<file path="src/core/gss_regs.svh">
/*
  Register offsets, field positions, reset values and codes of the servo gain set switcher.
  Assumes 32-bit APB data, with one aligned word per register.
*/
`ifndef GSS_REGS_SVH
`define GSS_REGS_SVH

// ==========================================================
// Register byte addresses
`define GSS_ADDR_CTRL   12'h000
`define GSS_ADDR_LEVEL  12'h004
`define GSS_ADDR_BAND   12'h008
`define GSS_ADDR_DELAY  12'h00c
`define GSS_ADDR_STATUS 12'h010

// ==========================================================
// Fields
`define GSS_CODE_MSB    3
`define GSS_CODE_LSB    0
`define GSS_MODE_MSB    5
`define GSS_MODE_LSB    4
`define GSS_LVL_MSB     15
`define GSS_DLY_MSB     13
`define GSS_ST_GAIN2    0
`define GSS_ST_INTEG2   1
`define GSS_ST_DLYRUN   2

// ==========================================================
// Reset values and delay write limit (delay in 0.1 ms steps)
`define GSS_CODE_RST    4'h0
`define GSS_MODE_RST    2'h0
`define GSS_LEVEL_RST   16'h0032
`define GSS_BAND_RST    16'h001e
`define GSS_DELAY_RST   14'h0032
`define GSS_DELAY_MAX   14'h2710

// ==========================================================
// Control modes
`define GSS_MODE_POS    2'h0
`define GSS_MODE_SPD    2'h1
`define GSS_MODE_TRQ    2'h2
`define GSS_MODE_FCL    2'h3

// ==========================================================
// Selection codes
`define GSS_SEL_RATE    4'h4
`define GSS_SEL_RATE_HL 4'h5
`define GSS_SEL_DEV     4'h6
`define GSS_SEL_CMD     4'h7
`define GSS_SEL_DONE    4'h8
`define GSS_SEL_SPEED   4'h9
`define GSS_SEL_CMD_SPD 4'ha

// ==========================================================
// Timing: one delay step and the clock period
`define GSS_DELAY_STEP_NS 100000
`define GSS_CLK_PERIOD_NS 4

`endif

</file>
<file path="src/core/gss_pkg.sv">
/*
  Types that are shared by the servo gain set switcher.
  Assumes nothing beyond the compile order.
*/
package gss_pkg;

  // ==========================================================
  // Gain selector states
  typedef enum logic [1:0] {
    GSS_GAIN1,
    GSS_GAIN2,
    GSS_PARTIAL
  } gss_gain_st_t;

endpackage : gss_pkg

</file>
<file path="src/core/gss_switcher.sv">
/*
  Servo gain set switcher: picks the first or second gain set from trigger signals
  of the servo loops, with level, hysteresis band and a switch-back delay.
  Assumes the loop inputs run on pclk, so they need no synchroniser, and that
  sample_tick is a one-cycle pulse once per control-loop sample.
*/
`include "gss_regs.svh"

module gss_switcher #(
  parameter int DW          = 32,
  parameter int TICK_CYCLES = `GSS_DELAY_STEP_NS / `GSS_CLK_PERIOD_NS
) (
  // Clock and reset
  input  wire logic          pclk,
  input  wire logic          presetn,
  // APB slave
  input  wire logic          psel,
  input  wire logic          penable,
  input  wire logic          pwrite,
  input  wire logic [11:0]   paddr,
  input  wire logic [31:0]   pwdata,
  output logic      [31:0]   prdata,
  output logic               pready,
  output logic               pslverr,
  // Servo loop and command source
  input  wire logic          sample_tick,
  input  wire logic [DW-1:0] spd_cmd_rate,
  input  wire logic [DW-1:0] pos_dev,
  input  wire logic [DW-1:0] pos_cmd,
  input  wire logic [DW-1:0] act_speed,
  input  wire logic          positioning_done,
  // Gain selection
  output logic               gain2_sel,
  output logic               integ2_sel
);

  // ==========================================================
  // State
  typedef struct packed {
    logic [3:0]           code;
    logic [1:0]           mode;
    logic [15:0]          level;
    logic [15:0]          band;
    logic [13:0]          delay;
    logic [31:0]          rdata;
    logic [15:0]          presc;
    logic [13:0]          cnt;
    logic                 rel;
    gss_pkg::gss_gain_st_t st;
    logic                 g2;
    logic                 i2;
  } gss_state_t;

  gss_state_t s_reg;
  gss_state_t s_next;

  logic [DW-1:0] rate_abs;
  logic [DW-1:0] dev_abs;
  logic [DW-1:0] spd_abs;
  logic [15:0]   eff_lvl;
  logic [DW-1:0] hi_w;
  logic [DW-1:0] lo_w;
  logic [DW-1:0] lvl_w;
  logic          code_ok;
  logic          set_c;
  logic          rel_c;
  logic          tick;
  logic          elapsed;
  logic          map_hit;
  logic [31:0]   rd_mux;

  function automatic logic [DW-1:0] abs_f(input logic [DW-1:0] v);
    abs_f = v[DW-1] ? (~v + {{(DW-1){1'b0}}, 1'b1}) : v;
  endfunction : abs_f

  // ==========================================================
  // Trigger arithmetic
  assign rate_abs = abs_f(spd_cmd_rate);
  assign dev_abs  = abs_f(pos_dev);
  assign spd_abs  = abs_f(act_speed);
  // Small level is raised to the band so level-band never underflows
  assign eff_lvl  = (s_reg.level < s_reg.band) ? s_reg.band : s_reg.level;
  assign lvl_w    = {{(DW-16){1'b0}}, eff_lvl};
  assign hi_w     = lvl_w + {{(DW-16){1'b0}}, s_reg.band};
  assign lo_w     = lvl_w - {{(DW-16){1'b0}}, s_reg.band};

  // Mode gating of the selection codes
  always_comb begin
    case (s_reg.code)
      `GSS_SEL_RATE, `GSS_SEL_RATE_HL:
        code_ok = (s_reg.mode != `GSS_MODE_SPD);
      `GSS_SEL_DEV, `GSS_SEL_CMD, `GSS_SEL_DONE, `GSS_SEL_SPEED, `GSS_SEL_CMD_SPD:
        code_ok = (s_reg.mode == `GSS_MODE_POS) || (s_reg.mode == `GSS_MODE_FCL);
      default:
        code_ok = 1'b0;
    endcase
  end

  // Switch and release conditions per code; the level comparisons use absolute values
  always_comb begin
    case (s_reg.code)
      `GSS_SEL_RATE, `GSS_SEL_RATE_HL: begin
        set_c = rate_abs > hi_w;
        rel_c = rate_abs < lo_w;
      end
      `GSS_SEL_DEV: begin
        set_c = dev_abs > hi_w;
        rel_c = dev_abs < lo_w;
      end
      `GSS_SEL_CMD, `GSS_SEL_CMD_SPD: begin
        set_c = (pos_cmd != '0);
        rel_c = (pos_cmd == '0);
      end
      `GSS_SEL_DONE: begin
        set_c = !positioning_done;
        rel_c = positioning_done;
      end
      `GSS_SEL_SPEED: begin
        set_c = spd_abs > hi_w;
        rel_c = spd_abs < lo_w;
      end
      default: begin
        set_c = 1'b0;
        rel_c = 1'b0;
      end
    endcase
  end

  assign tick    = (s_reg.presc == 16'(TICK_CYCLES - 1));
  assign elapsed = (s_reg.cnt >= s_reg.delay);

  // Register read decode
  always_comb begin
    map_hit = 1'b1;
    rd_mux  = 32'h0000_0000;
    case (paddr)
      `GSS_ADDR_CTRL: begin
        rd_mux[`GSS_CODE_MSB:`GSS_CODE_LSB] = s_reg.code;
        rd_mux[`GSS_MODE_MSB:`GSS_MODE_LSB] = s_reg.mode;
      end
      `GSS_ADDR_LEVEL:  rd_mux[`GSS_LVL_MSB:0] = s_reg.level;
      `GSS_ADDR_BAND:   rd_mux[`GSS_LVL_MSB:0] = s_reg.band;
      `GSS_ADDR_DELAY:  rd_mux[`GSS_DLY_MSB:0] = s_reg.delay;
      `GSS_ADDR_STATUS: begin
        rd_mux[`GSS_ST_GAIN2]  = s_reg.g2;
        rd_mux[`GSS_ST_INTEG2] = s_reg.i2;
        rd_mux[`GSS_ST_DLYRUN] = s_reg.rel && (s_reg.st == gss_pkg::GSS_GAIN2);
      end
      default: map_hit = 1'b0;
    endcase
  end

  // ==========================================================
  // Next state
  always_comb begin
    s_next = s_reg;
    // Register writes land at the access phase; delay clamps to its top
    if (psel && penable && pwrite) begin
      case (paddr)
        `GSS_ADDR_CTRL: begin
          s_next.code = pwdata[`GSS_CODE_MSB:`GSS_CODE_LSB];
          s_next.mode = pwdata[`GSS_MODE_MSB:`GSS_MODE_LSB];
        end
        `GSS_ADDR_LEVEL: s_next.level = pwdata[`GSS_LVL_MSB:0];
        `GSS_ADDR_BAND:  s_next.band  = pwdata[`GSS_LVL_MSB:0];
        `GSS_ADDR_DELAY:
          s_next.delay = (pwdata[`GSS_DLY_MSB:0] > `GSS_DELAY_MAX) ?
                         `GSS_DELAY_MAX : pwdata[`GSS_DLY_MSB:0];
        default: ;
      endcase
    end
    // Read data captured in the setup cycle
    if (psel && !penable)
      s_next.rdata = rd_mux;
    // 0.1 ms prescaler, free running
    s_next.presc = tick ? 16'h0000 : s_reg.presc + 16'h0001;
    // Delay count advances only while the sampled release holds
    if (!s_reg.rel)
      s_next.cnt = 14'h0000;
    else if (tick && (s_reg.cnt != `GSS_DELAY_MAX))
      s_next.cnt = s_reg.cnt + 14'h0001;
    // Gain selector: first gain forced at once on an invalid code, else evaluated once per sample
    if (!code_ok) begin
      s_next.st  = gss_pkg::GSS_GAIN1;
      s_next.cnt = 14'h0000;
      s_next.rel = 1'b0;
    end else if (sample_tick) begin
      s_next.rel = rel_c;
      case (s_reg.st)
        gss_pkg::GSS_GAIN1: begin
          s_next.cnt = 14'h0000;
          if (set_c)
            s_next.st = gss_pkg::GSS_GAIN2;
        end
        gss_pkg::GSS_GAIN2: begin
          if (!rel_c)
            s_next.cnt = 14'h0000;
          else if (s_reg.rel && elapsed) begin
            if (s_reg.code != `GSS_SEL_CMD_SPD)
              s_next.st = gss_pkg::GSS_GAIN1;
            else if (spd_abs < lo_w)
              s_next.st = gss_pkg::GSS_GAIN1;
            else if (spd_abs < lvl_w)
              s_next.st = gss_pkg::GSS_PARTIAL;
            // Otherwise full second gain stays applied
          end
        end
        gss_pkg::GSS_PARTIAL: begin
          if (!rel_c) begin
            s_next.st  = gss_pkg::GSS_GAIN2;
            s_next.cnt = 14'h0000;
          end else if (spd_abs < lo_w)
            s_next.st = gss_pkg::GSS_GAIN1;
        end
        default: s_next.st = gss_pkg::GSS_GAIN1;
      endcase
    end
    // Partial return keeps only the integral constant on the second set
    s_next.g2 = (s_next.st == gss_pkg::GSS_GAIN2);
    s_next.i2 = (s_next.st != gss_pkg::GSS_GAIN1);
  end

  // ==========================================================
  // Registers; reset selects the first gain
  always_ff @(posedge pclk or negedge presetn) begin
    if (!presetn) begin
      s_reg       <= '0;
      s_reg.code  <= `GSS_CODE_RST;
      s_reg.mode  <= `GSS_MODE_RST;
      s_reg.level <= `GSS_LEVEL_RST;
      s_reg.band  <= `GSS_BAND_RST;
      s_reg.delay <= `GSS_DELAY_RST;
      s_reg.st    <= gss_pkg::GSS_GAIN1;
    end else begin
      s_reg <= s_next;
    end
  end

  // Zero-wait slave; unmapped addresses answer with an error
  assign pready     = 1'b1;
  assign pslverr    = psel && penable && !map_hit;
  assign prdata     = s_reg.rdata;
  assign gain2_sel  = s_reg.g2;
  assign integ2_sel = s_reg.i2;
endmodule : gss_switcher

</file>
<file path="config.mk">
export PLATFORM = sky130hd
export DESIGN_NAME = gss_switcher
export DESIGN_NICKNAME = d
export VERILOG_FILES = /design/src/core/gss_pkg.sv /design/src/core/gss_switcher.sv
export VERILOG_INCLUDE_DIRS = /design/src /design/src/core
export SDC_FILE = /design/constraint.sdc
export NUM_CORES = 1
export LEC_CHECK = 0
export BUFFER_PORTS_ARGS = -buffer_cell sky130_fd_sc_hd__buf_4
export CAP_MARGIN = 20
export CORE_ASPECT_RATIO = 1.75
export CORE_MARGIN = 3
export CORE_UTILIZATION = 60
export CTS_CLUSTER_SIZE = 14
export DETAILED_ROUTE_END_ITERATION = 8
export GPL_TIMING_DRIVEN = 0
export PLACE_DENSITY = 0.87
export SLEW_MARGIN = 20
export SYNTH_ARGS = -nofsm -noshare
export SYNTH_HDL_FRONTEND = slang
export SYNTH_SLANG_ARGS = --single-unit
</file>
<file path="constraint.sdc">
create_clock -name pclk -period 8.24 [get_ports pclk]
set_input_delay 0.412 -clock pclk [delete_from_list [all_inputs] [get_ports pclk]]
set_output_delay 0.412 -clock pclk [all_outputs]
set_load 0.02 [all_outputs]
</file>
==> metrics <==
worst skew pair latency=0.36 ns; Clock Root Buffer=clkbuf_16; Hold Vio Cnt, Final=0; flop and latch count out of synthesis=103; Rows=72; Largest register FFs=85; Starting Density=0.617; Worst Path Arrival=8.19 ns; Overflow after GRT=0; largest net degree at the start of global routing=104; commonest non-fill, non-tap cells in the layout=buf_4, ha_1, nand2_1; Post-Layout Inst Area=16,000 um^2; Post-synth EDFFs=0; Slowest cell on crit path=dfstp_2; PwrDens=between 80 and 90 nW/um^2; number of global-route vias before repair=14,530; Leak Pwr=approximately 7.2 nW; Total GRT Usage=0.377; DR iter-0 viols=~1,200; DIE AREA=24,900 um^2; final period utilization=0.964; Final GP Congestion=1.04; CTS tree=yes; maximum buffer depth of the clock tree=2; Reg2Reg Depth=32; DR WL/cell=21.9 um; DPL Wire Length=39,100 um; CTS Buf Count=9; slowest stage delay, CP=between 0.6 and 0.7 ns; worst hold-check path type=input pin to asynchronous set/reset pin; fin nets=about 2,300; layout cells sized above 1=0.176; post-route ant nets=0; Worst setup EP type=register; Critical Path Source Type=register; critical path's top delay family=compound AO/OA/AOI/OAI gates; max-capacitance violation count=0; H-tree depth=3; Max-slew headroom=0.237; Port Buffers=approximately 180; DRC=0; Synth Warn #=0; initial antenna violation count=0; final setup fails=0; post-synthesis average cell area=roughly 8 um^2; Top FF cell, synth=dfrtp_1; post-synthesis cell count=about 1,700; Clk pin slew, worst setup/hold paths=0.07 ns; placed insts=around 2,200; Min Hold Slack=roughly 0.14 ns; Slew @ Worst Pin=1.13 ns; commonest non-fill, non-tap cell in the layout=buf_4; worst-path fanout max=10; Max Slew Vio Count=0; drt total wl=between 40,000 and 50,000 um; clk sinks=103; drt first pass iters=5; worst-case clock skew=between 0.008 and 0.009 ns; FF-to-FF Start=s_reg[82]; Pwr Total=1.43 mW; Worst Path Buf+Inv=5; R2R Setup Slk=0.30 ns; Layout fillers=1,773; non-filler cells, final=2,221; Worst VDD drop=0.190 mV; R2R Path End=s_reg[13]; die height=between 200 and 250 um; register area share after synthesis=0.188; Crit path top cell by count=o21ai_0; Post-Synthesis Cell Area=13,800 um^2; run status=completed; Critical path origin=s_reg[82]; Synth cell types=between 90 and 100; antenna cells=0; Synth async-reset ratio=1.00; global-route wire length before repair=between 70,000 and 80,000 um; DR vias/cell=6.53; Max Freq=0.126 GHz; Crit Path Category=register to register; Req. time, crit path=8.49 ns; io pins=215; core area=22,300 um^2; routed vias=between 10,000 and 15,000; min cycle time layout=7.94 ns; Die W=approximately 120 um; placed cell area=15,600 um^2; Layout area overhead=16.3%
synth_stat cells, types with 5 or more instances:
master,n,area share
a22oi_1,12,0.0065
ha_1,198,0.18
buf_2,6,0.0022
o31ai_1,29,0.016
nand2b_1,26,0.012
o41ai_1,17,0.011
nand4_1,31,0.014
or3_1,20,0.0091
and2_1,5,0.0023
or4_1,11,0.0060
clkbuf_1,47,0.013
o22ai_1,5,0.0023
o221ai_1,7,0.0044
a21o_1,25,0.014
or2_2,5,0.0023
nor3_1,47,0.017
nand3_1,43,0.016
mux2_2,39,0.032
nand2_1,145,0.039
o21bai_1,9,0.0049
o211ai_1,9,0.0049
inv_1,103,0.028
nor4_1,29,0.013
nand4b_1,5,0.0032
o21a_1,10,0.0054
buf_4,33,0.018
o21ai_0,135,0.049
dfrtp_1,93,0.17
mux2i_1,9,0.0065
nor2b_1,32,0.015
o31a_1,7,0.0044
a21oi_1,83,0.030
dfstp_2,10,0.019
a31oi_1,19,0.0086
xnor2_1,108,0.069
and3_1,14,0.0064
o2111ai_1,5,0.0032
and4_1,5,0.0032
a211oi_1,19,0.010
nor2_1,115,0.031
nand3b_1,11,0.0060
a21boi_0,8,0.0044
xor2_1,34,0.022
logic make-up after synthesis:
logic type	count (synthesis)	synth area share
AO/OA/AOI/OAI	458	0.221
XOR/XNOR	142	0.0902
adder cells (fa/ha/maj)	201	0.183
buffers and inverters	194	0.0629
flip-flops	103	0.188
multiplexers	48	0.0384
other	2	0.000545
AND/OR/NAND/NOR	570	0.216
area by class of cell:
cell class              count  area, um^2  area share
clock inverters             7        80.1     0.00500
flip-flops and latches    103        2590       0.162
well taps                 296         370      0.0231
multi-input cells        1436       10600       0.658
plain buffers              87         470      0.0293
clock buffers               9         225      0.0140
inverters                 104         394      0.0246
repair buffers            179        1350      0.0841
layer usage:
layer / vias to the layer above / track usage / routed length [um]
met5: - / 0 / 0
met4: 0 / 0.338 / 5230
met3: 315 / 0.0458 / 2560
met2: 738 / 0.690 / 24700
met1: 6736 / 0.365 / 16000
li1: 6705 / - / -
worst max-delay path by stage:
stage                       to  slack (ns)  cells past startpoint
finish               s_reg[13]        0.30                     32
global route         s_reg[16]       -0.09                     34
CTS                 integ2_sel       0.006                     31
detailed placement   s_reg[13]       -1.10                     29
global placement    integ2_sel       -0.99                     28
floorplan           integ2_sel        0.91                     28
power breakdown:
part | internal (mW) | switching (mW) | total, mW
Combinational | 0.197 | 0.282 | 0.479
Sequential | 0.506 | 0.000599 | 0.507
Clock | 0.239 | 0.204 | 0.443
worst register-to-register path: cells and delay by family, from the launching register on:
kind | cells | cell delay, ns
AOI/OAI and AO/OA | 16 | 3.91
adders and majority gates | 4 | 1.12
and+or+nand+nor | 5 | 0.76
buffers and inverters | 5 | 0.70
DFF | 1 | 0.63
muxes | 1 | 0.39
xor gates and xnor gates | 1 | 0.32
stage by stage:
step	worst slack (ns)	TNS [ns]	util
2_1_floorplan	0.905	0	-
3_3_place_gp	-0.987	-16.73	0.695
3_5_place_dp	-1.10	-18.38	0.696
4_1_cts	0.00624	0	0.712
5_1_grt	-0.0934	-0.951	0.718
6_report	0.299	0	0.718
repair_timing:
action,4_1_cts,5_1_grt
setup buffers,2,0
endpoints found under the setup margin,19,18
gates cloned,0,0
resized for setup,9,25
endpoints found under the hold margin,0,0
hold buffers,0,0
pin swaps,1,3
(Power assumes the default switching activity.)
